$ cat config.mk
export PLATFORM = sky130hd
export DESIGN_NAME = afe_signal_path_mode_control
export DESIGN_NICKNAME = d
export VERILOG_FILES = /design/src/design/afe_path_pkg.sv /design/src/design/slot_cfg_if.sv /design/src/design/afe_signal_path_mode_control.sv /design/src/design/slot_path_decode.sv /design/src/design/meas_sequencer.sv
export SDC_FILE = /design/constraint.sdc
export NUM_CORES = 1
export LEC_CHECK = 0
export BUFFER_PORTS_ARGS = -buffer_cell sky130_fd_sc_hd__buf_2
export CELL_PAD_IN_SITES_DETAIL_PLACEMENT = 0
export CELL_PAD_IN_SITES_GLOBAL_PLACEMENT = 1
export CORE_UTILIZATION = 49
export DETAILED_ROUTE_END_ITERATION = 12
export GPL_TIMING_DRIVEN = 1
export PLACE_DENSITY = 0.86
export RECOVER_POWER = 25
export SLEW_MARGIN = 20
export SYNTH_ARGS = -nofsm -noshare
export SYNTH_HDL_FRONTEND = slang
export SYNTH_SLANG_ARGS = --single-unit
$ cat constraint.sdc
create_clock -name sys_clk -period 2.45 [get_ports sys_clk]
set_input_delay 0.49 -clock sys_clk [delete_from_list [all_inputs] [get_ports sys_clk]]
set_output_delay 0.49 -clock sys_clk [all_outputs]
set_load 0.02 [all_outputs]
$ cat src/design/afe_path_pkg.sv
// constants for the signal path mode control bank
package afe_path_pkg;
    // register bus geometry
    localparam int ADDR_W = 8;
    localparam int DATA_W = 16;
    localparam int NUM_SLOTS = 2;
    // register offsets
    localparam logic [7:0] OFF_LED_SELECT = 8'h14;
    localparam logic [7:0] OFF_SLOT_A_SETUP = 8'h42;
    localparam logic [7:0] OFF_SLOT_A_PATH = 8'h43;
    localparam logic [7:0] OFF_SLOT_B_SETUP = 8'h44;
    localparam logic [7:0] OFF_SLOT_B_PATH = 8'h45;
    localparam logic [7:0] OFF_GLOBAL_EN = 8'h58;
    localparam logic [7:0] OFF_FLOAT_CTRL = 8'h5a;
    localparam logic [7:0] OFF_FLOAT_TIME = 8'h5b;
    localparam logic [7:0] OFF_PULSE_WIDTH = 8'h5c;
    localparam logic [7:0] OFF_PHASE_LEN = 8'h5d;
    localparam logic [7:0] OFF_STATUS = 8'h60;
    localparam logic [7:0] OFF_DATA_A = 8'h61;
    localparam logic [7:0] OFF_DATA_B = 8'h62;
    // setup and global enable word fields
    localparam int MODE_LSB = 10;
    localparam int MODE_MSB = 15;
    localparam int GAIN_LSB = 8;
    localparam int GAIN_MSB = 9;
    localparam int AS_BUF_BIT = 7;
    localparam int GLOBAL_EN_BIT = 7;
    localparam logic [1:0] GAIN_CODE_LOW = 2'h2;
    // path connection codes
    localparam logic [15:0] PATH_NORMAL = 16'hada5;
    localparam logic [15:0] PATH_NO_BPF = 16'hae65;
    localparam logic [15:0] PATH_NO_BPF_INT = 16'hb065;
    // reset values (normal mode settings)
    localparam logic [15:0] RST_SETUP = 16'h1c00;
    localparam logic [15:0] RST_PATH = 16'hada5;
    localparam logic [15:0] RST_GLOBAL = 16'h0000;
    localparam logic [15:0] RST_LED_SELECT = 16'h0005;
    localparam logic [15:0] RST_FLOAT_CTRL = 16'h0000;
    // timing
    localparam int CLK_PERIOD_NS = 20;
    localparam int FLOAT_MIN_NS = 4000;
    localparam int PRECOND_NS = 2000;
    localparam int PULSE_DEF_NS = 2000;
    localparam int PHASE_DEF_NS = 1000;
    localparam logic [15:0] FLOAT_MIN_CYC =
        16'((FLOAT_MIN_NS + CLK_PERIOD_NS - 1) / CLK_PERIOD_NS);
    localparam logic [15:0] PRECOND_CYC = 16'(PRECOND_NS / CLK_PERIOD_NS);
    localparam logic [15:0] PULSE_DEF_CYC = 16'(PULSE_DEF_NS / CLK_PERIOD_NS);
    localparam logic [15:0] PHASE_DEF_CYC = 16'(PHASE_DEF_NS / CLK_PERIOD_NS);
    // measurement sequencer states
    typedef enum logic [2:0] {
        SEQ_IDLE = 3'b000,
        SEQ_PULSE = 3'b001,
        SEQ_PRECOND = 3'b010,
        SEQ_FLOAT = 3'b011,
        SEQ_POS = 3'b100,
        SEQ_NEG = 3'b101
    } seq_state_t;
endpackage

$ cat src/design/slot_cfg_if.sv
// carries one slot's settings to the path decoder and its decoded controls back
`timescale 1ns/1ps
`default_nettype none
interface slot_cfg_if;
    logic [15:0] setup;      // integrator setup word
    logic [15:0] path;       // path connection word
    logic [1:0] led_sel;     // led selection field of the slot
    logic glob_en;           // integrator-as-buffer global enable
    logic float_en;          // float mode enable of the slot
    logic gain_low;          // buffer gain 0.7
    logic int_as_buf;        // integrator used as buffer
    logic bpf_bypass;        // band-pass filter bypassed
    logic int_bypass;        // integrator bypassed
    logic pulse_conn;        // pulse connect mode
    logic float_mode;        // float mode
    modport cfg (output setup, path, led_sel, glob_en, float_en,
                 input gain_low, int_as_buf, bpf_bypass, int_bypass, pulse_conn, float_mode);
    modport dec (input setup, path, led_sel, glob_en, float_en,
                 output gain_low, int_as_buf, bpf_bypass, int_bypass, pulse_conn, float_mode);
endinterface
`default_nettype wire

$ cat src/design/afe_signal_path_mode_control.sv
// per-slot signal path mode registers, decode and sample sequencing
//
// Behaviour
// - gain codes 00/01 unity, 10 gives 0.7
// - slot bit turns integrator into buffer
// - 0xada5 normal, 0xae65 skips band-pass filter
// - 0xb065 skips filter and integrator
// - global bit gates integrator-as-buffer
// - pulse connect pulses input, not led
// - each slot runs its own mode
// - samples go to fifo and data registers
// - float: precondition, float, integrate while floating, reconnect in negative phase
// - float mode bypasses filter, keeps integrator
// - float charge dump in negative phase
`timescale 1ns/1ps
`default_nettype none
module afe_signal_path_mode_control
    import afe_path_pkg::*;
(
    input wire logic sys_clk,
    input wire logic rst_b,
    input wire logic [7:0] reg_addr,
    input wire logic [15:0] reg_wdata,
    input wire logic reg_wr,
    input wire logic reg_rd,
    output logic [15:0] reg_rdata,
    input wire logic sample_start,
    input wire logic sample_slot,
    input wire logic adc_valid,
    input wire logic [15:0] adc_data,
    output logic buf_gain_low,
    output logic int_as_buf,
    output logic bpf_bypass,
    output logic int_bypass,
    output logic led_pulse,
    output logic pd_connect,
    output logic int_active,
    output logic int_negative,
    output logic fifo_push,
    output logic [15:0] fifo_data
);
    // per-slot storage, index 0 is slot a
    logic [15:0] setup_q [NUM_SLOTS];
    logic [15:0] path_q [NUM_SLOTS];
    logic [15:0] data_q [NUM_SLOTS];
    // shared registers
    logic [15:0] global_q;       // integrator buffer global enable
    logic [15:0] led_sel_q;      // led selection fields of both slots
    logic [15:0] float_ctrl_q;   // per-slot float enables
    logic [15:0] float_time_q;   // float time in cycles
    logic [15:0] pulse_width_q;  // pulse width in cycles
    logic [15:0] phase_len_q;    // integration phase length in cycles
    logic [15:0] rdata_q;        // read answer
    logic active_slot_q;         // slot of the sample under way
    // registered path controls
    logic gain_low_q, as_buf_q, bpf_byp_q, int_byp_q;
    logic led_q, pd_q, int_on_q, int_neg_q;
    logic push_q;
    logic [15:0] push_data_q;

    // address decode
    wire logic hit_led = (reg_addr == OFF_LED_SELECT);
    wire logic hit_setup_a = (reg_addr == OFF_SLOT_A_SETUP);
    wire logic hit_path_a = (reg_addr == OFF_SLOT_A_PATH);
    wire logic hit_setup_b = (reg_addr == OFF_SLOT_B_SETUP);
    wire logic hit_path_b = (reg_addr == OFF_SLOT_B_PATH);
    wire logic hit_global = (reg_addr == OFF_GLOBAL_EN);
    wire logic hit_float = (reg_addr == OFF_FLOAT_CTRL);
    wire logic hit_ftime = (reg_addr == OFF_FLOAT_TIME);
    wire logic hit_pwidth = (reg_addr == OFF_PULSE_WIDTH);
    wire logic hit_phase = (reg_addr == OFF_PHASE_LEN);
    wire logic hit_status = (reg_addr == OFF_STATUS);
    wire logic hit_data_a = (reg_addr == OFF_DATA_A);
    wire logic hit_data_b = (reg_addr == OFF_DATA_B);
    wire logic [NUM_SLOTS-1:0] hit_setup = {hit_setup_b, hit_setup_a};
    wire logic [NUM_SLOTS-1:0] hit_path = {hit_path_b, hit_path_a};

    // sequencer outputs
    logic seq_led, seq_pd, seq_int, seq_neg, seq_busy;

    // slot chosen for this sample: new slot at start, else held one
    wire logic cur_slot = sample_start ? sample_slot : active_slot_q;

    // settings of the current slot toward the decoder
    slot_cfg_if cfg_bus ();
    assign cfg_bus.setup = setup_q[cur_slot];
    assign cfg_bus.path = path_q[cur_slot];
    // slot b uses bits 3:2, slot a bits 1:0
    assign cfg_bus.led_sel = cur_slot ? led_sel_q[3:2] : led_sel_q[1:0];
    assign cfg_bus.glob_en = global_q[GLOBAL_EN_BIT];
    assign cfg_bus.float_en = float_ctrl_q[cur_slot];

    // path decoder
    slot_path_decode u_decode (
        .cfg (cfg_bus)
    );

    // timing of one sample
    meas_sequencer u_seq (
        .sys_clk (sys_clk),
        .rst_b (rst_b),
        .start (sample_start),
        .float_mode (cfg_bus.float_mode),
        .pulse_conn (cfg_bus.pulse_conn),
        .pulse_cyc (pulse_width_q),
        .float_cyc (float_time_q),
        .phase_cyc (phase_len_q),
        .led_on (seq_led),
        .pd_on (seq_pd),
        .int_on (seq_int),
        .int_neg (seq_neg),
        .busy (seq_busy)
    );

    // status word: busy, active slot, current slot mode flags
    wire logic [15:0] status_word = {10'h000, cfg_bus.float_mode, cfg_bus.pulse_conn,
                                     cfg_bus.int_bypass, cfg_bus.bpf_bypass,
                                     active_slot_q, seq_busy};

    // read mux; unmapped addresses read zero
    wire logic [15:0] rd_mux =
        hit_led ? led_sel_q :
        hit_setup_a ? setup_q[0] :
        hit_path_a ? path_q[0] :
        hit_setup_b ? setup_q[1] :
        hit_path_b ? path_q[1] :
        hit_global ? global_q :
        hit_float ? float_ctrl_q :
        hit_ftime ? float_time_q :
        hit_pwidth ? pulse_width_q :
        hit_phase ? phase_len_q :
        hit_status ? status_word :
        hit_data_a ? data_q[0] :
        hit_data_b ? data_q[1] : 16'h0000;

    // per-slot setup, path and result registers
    genvar s;
    generate
        for (s = 0; s < NUM_SLOTS; s++) begin : g_slot
            // setup word, held until rewritten
            always_ff @(posedge sys_clk or negedge rst_b) begin
                if (!rst_b) begin
                    setup_q[s] <= RST_SETUP;
                end else if (reg_wr && hit_setup[s]) begin
                    setup_q[s] <= reg_wdata;
                end
            end
            // path connection word, held until rewritten
            always_ff @(posedge sys_clk or negedge rst_b) begin
                if (!rst_b) begin
                    path_q[s] <= RST_PATH;
                end else if (reg_wr && hit_path[s]) begin
                    path_q[s] <= reg_wdata;
                end
            end
            // latest result of this slot, readable directly
            always_ff @(posedge sys_clk or negedge rst_b) begin
                if (!rst_b) begin
                    data_q[s] <= 16'h0000;
                end else if (adc_valid && (active_slot_q == 1'(s))) begin
                    data_q[s] <= adc_data;
                end
            end
        end
    endgenerate

    // shared control registers
    always_ff @(posedge sys_clk or negedge rst_b) begin
        if (!rst_b) begin
            global_q <= RST_GLOBAL;
            led_sel_q <= RST_LED_SELECT;
            float_ctrl_q <= RST_FLOAT_CTRL;
        end else if (reg_wr) begin
            if (hit_global) global_q <= reg_wdata;
            if (hit_led) led_sel_q <= reg_wdata;
            if (hit_float) float_ctrl_q <= reg_wdata;
        end
    end

    // timing registers
    always_ff @(posedge sys_clk or negedge rst_b) begin
        if (!rst_b) begin
            float_time_q <= FLOAT_MIN_CYC;
            pulse_width_q <= PULSE_DEF_CYC;
            phase_len_q <= PHASE_DEF_CYC;
        end else if (reg_wr) begin
            if (hit_ftime) float_time_q <= reg_wdata;
            if (hit_pwidth) pulse_width_q <= reg_wdata;
            if (hit_phase) phase_len_q <= reg_wdata;
        end
    end

    // read data stands one cycle after the strobe
    always_ff @(posedge sys_clk or negedge rst_b) begin
        if (!rst_b) begin
            rdata_q <= 16'h0000;
        end else begin
            rdata_q <= reg_rd ? rd_mux : 16'h0000;
        end
    end

    // remember which slot the running sample belongs to
    always_ff @(posedge sys_clk or negedge rst_b) begin
        if (!rst_b) begin
            active_slot_q <= 1'b0;
        end else begin
            active_slot_q <= cur_slot;
        end
    end

    // decoded path controls, re-applied every cycle
    always_ff @(posedge sys_clk or negedge rst_b) begin
        if (!rst_b) begin
            gain_low_q <= 1'b0;
            as_buf_q <= 1'b0;
            bpf_byp_q <= 1'b0;
            int_byp_q <= 1'b0;
        end else begin
            gain_low_q <= cfg_bus.gain_low;
            as_buf_q <= cfg_bus.int_as_buf;
            bpf_byp_q <= cfg_bus.bpf_bypass;
            int_byp_q <= cfg_bus.int_bypass;
        end
    end

    // sequencer switch controls
    always_ff @(posedge sys_clk or negedge rst_b) begin
        if (!rst_b) begin
            led_q <= 1'b0;
            pd_q <= 1'b0;
            int_on_q <= 1'b0;
            int_neg_q <= 1'b0;
        end else begin
            led_q <= seq_led;
            pd_q <= seq_pd;
            int_on_q <= seq_int;
            int_neg_q <= seq_neg;
        end
    end

    // every result also goes toward the fifo
    always_ff @(posedge sys_clk or negedge rst_b) begin
        if (!rst_b) begin
            push_q <= 1'b0;
            push_data_q <= 16'h0000;
        end else begin
            push_q <= adc_valid;
            push_data_q <= adc_valid ? adc_data : push_data_q;
        end
    end

    // outputs straight from flops
    assign reg_rdata = rdata_q;
    assign buf_gain_low = gain_low_q;
    assign int_as_buf = as_buf_q;
    assign bpf_bypass = bpf_byp_q;
    assign int_bypass = int_byp_q;
    assign led_pulse = led_q;
    assign pd_connect = pd_q;
    assign int_active = int_on_q;
    assign int_negative = int_neg_q;
    assign fifo_push = push_q;
    assign fifo_data = push_data_q;
endmodule // afe_signal_path_mode_control
`default_nettype wire

$ cat src/design/slot_path_decode.sv
// decodes one slot's setup and path words into signal path controls
`timescale 1ns/1ps
`default_nettype none
module slot_path_decode
    import afe_path_pkg::*;
(
    slot_cfg_if.dec cfg
);
    // gain field and path code compares
    wire logic [1:0] gain_code = cfg.setup[GAIN_MSB:GAIN_LSB];
    wire logic path_no_bpf = (cfg.path == PATH_NO_BPF);
    wire logic path_no_both = (cfg.path == PATH_NO_BPF_INT);

    // codes 00, 01 and 11 leave unity gain
    assign cfg.gain_low = (gain_code == GAIN_CODE_LOW);
    // buffer only when the slot asks and the global gate allows
    assign cfg.int_as_buf = cfg.setup[AS_BUF_BIT] & cfg.glob_en;
    // float mode forces the filter out of the path
    assign cfg.bpf_bypass = path_no_bpf | path_no_both | cfg.float_en;
    // float mode always keeps the integrator
    assign cfg.int_bypass = path_no_both & ~cfg.float_en;
    // cleared led field turns the led pulse into an input pulse
    assign cfg.pulse_conn = (cfg.led_sel == 2'h0) & ~cfg.float_en;
    assign cfg.float_mode = cfg.float_en;
endmodule // slot_path_decode
`default_nettype wire

$ cat src/design/meas_sequencer.sv
// steps one sample through pulse, pulse connect or float timing
`timescale 1ns/1ps
`default_nettype none
module meas_sequencer
    import afe_path_pkg::*;
(
    input wire logic sys_clk,
    input wire logic rst_b,
    input wire logic start,
    input wire logic float_mode,
    input wire logic pulse_conn,
    input wire logic [15:0] pulse_cyc,
    input wire logic [15:0] float_cyc,
    input wire logic [15:0] phase_cyc,
    output logic led_on,
    output logic pd_on,
    output logic int_on,
    output logic int_neg,
    output logic busy
);
    seq_state_t state_q, state_d; // current step
    logic [15:0] cnt_q, cnt_d;    // cycles left in the step
    logic float_q;                // float run latched at start
    logic conn_q;                 // pulse connect latched at start
    wire logic cnt_last = (cnt_q <= 16'h0001);
    // float time never shorter than the minimum
    wire logic [15:0] float_len = (float_cyc < FLOAT_MIN_CYC) ? FLOAT_MIN_CYC : float_cyc;

    // next step and its length
    always_comb begin
        state_d = state_q;
        cnt_d = cnt_q - 16'h0001;
        unique case (state_q)
            SEQ_IDLE: begin
                cnt_d = cnt_q;
                if (start && float_mode) begin
                    state_d = SEQ_PRECOND;
                    cnt_d = PRECOND_CYC;
                end else if (start) begin
                    state_d = SEQ_PULSE;
                    cnt_d = pulse_cyc;
                end
            end
            SEQ_PULSE: if (cnt_last) state_d = SEQ_IDLE;
            SEQ_PRECOND: if (cnt_last) begin
                state_d = SEQ_FLOAT;
                cnt_d = float_len;
            end
            SEQ_FLOAT: if (cnt_last) begin
                state_d = SEQ_POS;
                cnt_d = phase_cyc;
            end
            SEQ_POS: if (cnt_last) begin
                state_d = SEQ_NEG;
                cnt_d = phase_cyc;
            end
            SEQ_NEG: if (cnt_last) state_d = SEQ_IDLE;
            default: state_d = SEQ_IDLE;
        endcase
    end

    // state, counter and mode latches
    always_ff @(posedge sys_clk or negedge rst_b) begin
        if (!rst_b) begin
            state_q <= SEQ_IDLE;
            cnt_q <= 16'h0000;
            float_q <= 1'b0;
            conn_q <= 1'b0;
        end else begin
            state_q <= state_d;
            cnt_q <= cnt_d;
            if (state_q == SEQ_IDLE) begin
                float_q <= float_mode;
                conn_q <= pulse_conn;
            end
        end
    end

    // led fires only in a plain pulsed sample
    assign led_on = (state_q == SEQ_PULSE) & ~conn_q;
    // input pulsed in pulse connect, held in normal, floated between
    // idle connection stays open in pulse connect so only the pulse reaches the input
    assign pd_on = (state_q == SEQ_PULSE) | (state_q == SEQ_PRECOND) | (state_q == SEQ_NEG)
                 | ((state_q == SEQ_IDLE) & ~float_q & ~conn_q);
    assign int_on = (state_q == SEQ_POS) | (state_q == SEQ_NEG);
    // charge dump lands in the negative phase only
    assign int_neg = (state_q == SEQ_NEG);
    assign busy = (state_q != SEQ_IDLE);
endmodule // meas_sequencer
`default_nettype wire

==> results_dict.tcl <==
set metrics [dict create \
    dr_total_vias 10000 \
    clock_tree.buffer_depth 3 \
    p_leak_nw 6.75 \
    rsz0062_at_grt "no" \
    critical_path_required_ps 2940 \
    hold_start "adc_valid" \
    avgSynthCellArea_um2 11.3 \
    critPathKind "reg2reg" \
    cts_buffers 27 \
    setup_violations 0 \
    max_freq_ghz 0.432 \
    die_w_um 163 \
    tns_ps 0 \
    max_slew.worst_pin.slew_ps 1720 \
    root_buffer "clkbuf_16" \
    violations "capacitance limit, slew limit" \
    hold_violations 0 \
    ys.flop_type "dfrtp_1" \
    fp.dieH_um 163 \
    initial_core_util 0.502 \
    yosysUniqueCellTypes 81 \
    dieArea_um2 26500 \
    async_flop_share 1.00 \
    dr.pass1.iters 6 \
    final_antenna_net_count 0 \
    place_inst 1555 \
    wl_per_cell_um 24.5 \
    final_nets 1304 \
    critPathMaxFanout 3 \
    hp-class "in2reg" \
    gp_congestion 1.01 \
    syn-num-nets 1175 \
    overflow 0 \
    layout-drive-gt1-share 0.389 \
    netlist_area_um2 12700 \
    ys_seq_area_frac 0.507 \
    ys_ff_latch 255 \
    rrSetupSlack_ps 130 \
    port_buffers 87 \
    htree_num_levels 1 \
    clk_latency_ps 550 \
    n_antenna_cell 0 \
    p_total_mw 10.8 \
    layout_commonest_cell "dfrtp_1" \
    viasPerCell 6.24 \
    slew_headroom -0.146 \
    status "complete, but fails checks" \
    startpoint "path_q[31]" \
    rows 58 \
    syn_inst 1126 \
    cp-start-kind "flop" \
    maxCapViolations 1 \
    post_cts_resized 0 \
    io_pins 88 \
    arrival_ps 2800 \
    yosysWarnings 0 \
    crit_path_end_kind "flop" \
    drtIter0Drc 1106 \
    r2r_start "path_q[31]" \
    fin_skew_ps 19.2 \
    grtUsageTotal 0.307 \
    peakVddDrop_mv 0.646 \
    p_per_area_nw_per_um2 722 \
    antenna_found_initial 0 \
    grt_max_degree 70 \
    drv_slew 67 \
    layout-area-overhead-vs-synth_pct 18.1 \
    grt_pass1_vias 10100 \
    hpwl_mm 29.9 \
    finalCritPeriodShare 0.945 \
    finalWirelength_mm 39.4 \
    cts_tree "yes" \
    cts_sinks 255 \
    fill_cells 2109 \
    fin_crit_ps 2320 \
    drc_errors 0 \
    grt_pass1_wl_mm 61.5 \
    core_um2 25300 \
    final_cell_mix "dfrtp_1, mux2_2, buf_4" \
    finalNonFillerCells 1606 \
    synth-edff-count 0 \
    path_clk_slew_ps 70 \
]
final timing paths:
kind	to	cells after the start
min	fifo_push	1
max in group asynchronous	float_time_q[6]	3
max reg2reg	reg_rdata[2]	7
max	reg_rdata[2]	7
min reg2reg	led_pulse	1
min in group asynchronous	fifo_push	2
repair_timing:
action	4_1_cts	5_1_grt
endpoints found under the hold margin	63	0
setup buffers	0	0
setup endpoints to repair	0	0
hold buffers	1	0
Yosys cell counts (all sizes together), types with 3 or more instances:
master,n,area (um^2)
mux2,213,2400
and2,13,81.3
o211a,4,40.0
o22ai,3,18.8
o32ai,8,70.1
o21ai,67,335
nand4,4,25.0
nor3b,4,30.0
or3,4,25.0
o2bb2ai,8,70.1
a31oi,25,156
a21oi,66,330
a21o,3,22.5
nor4b,4,47.6
a22oi,20,150
a221oi,4,35.0
or4,5,52.6
nand2,62,238
buf,41,183
o31a,3,26.3
nand2b,8,50.1
a311oi,5,43.8
o221ai,10,87.6
a21boi,4,33.8
mux2i,20,200
or2,4,25.0
a22o,12,105
nor2b,7,43.8
inv,12,45.0
nor2,68,258
nor4bb,6,60.1
nor3,27,166
nor4,4,25.0
o211ai,6,50.1
dfrtp,220,5510
nand3,18,90.1
clkbuf,47,176
a211oi,16,120
dfstp,35,920
kinds of logic after synthesis:
kind of cell | after synthesis | synth area share
XOR/XNOR | 3 | 0.00207
multiplexers | 233 | 0.205
adder cells (fa/ha/maj) | 2 | 0.00197
buffers and inverters | 100 | 0.0319
AO/OA/AOI/OAI | 284 | 0.148
flip-flops | 255 | 0.507
AND/OR/NAND/NOR | 249 | 0.104
worst max-delay path: stages, from the launching register on:
cell and delay, ps:
dfstp_2 550, nor4bb_1 450, nand3_1 190, nor3_1 200
a21oi_1 60, buf_4 180, a311oi_1 450, o21a_1 170
state kept, by name, indices dropped and copies added, names as in the netlist, 3 cells and up:
register	count
phase_len_q	16
led_sel_q	16
global_q	16
float_time_q	16
reg_rdata	16
u_seq.cnt_q	16
pulse_width_q	16
path_q	32
u_seq.state_q	3
data_q	32
float_ctrl_q	16
setup_q	32
fifo_data	16
final cells by class:
class | instances | area, um^2 | area share
clock buffer | 38 | 787 | 0.0526
clock inverter | 12 | 144 | 0.00962
inverter | 12 | 45.0 | 0.00301
multi-input combinational | 771 | 5840 | 0.390
sequential | 255 | 6420 | 0.430
tap | 330 | 413 | 0.0276
timing repair buffer | 188 | 1300 | 0.0872
layer usage:
layer,GRT usage,routed length [um],up-vias
met2,0.471,17800,409
met3,0.0341,2390,80
met4,0.121,1620,0
li1,-,-,4450
met1,0.445,17600,5082
met5,0,0,-
power breakdown:
part	internal (mW)	leakage [nW]	total (mW)	switching, mW
clock	2.55	0.458	4.27	1.71
combinational	0.674	3.04	1.51	0.835
sequential	4.64	3.25	5.03	0.392
through the flow:
| step | utilization | worst slack (ps) | instance area, um^2 | hold WS, ps |
|---|---|---|---|---|
| global route | 0.592 | 15.8 | 15000 | 175 |
| floorplan | - | 226 | 12700 | 194 |
| global placement | 0.556 | 33.7 | 14000 | 442 |
| finish | 0.592 | 135 | 15000 | 173 |
| detailed placement | 0.556 | -30.3 | 14000 | 458 |
| CTS | 0.593 | 186 | 15000 | 131 |
(Power assumes the default switching activity.)
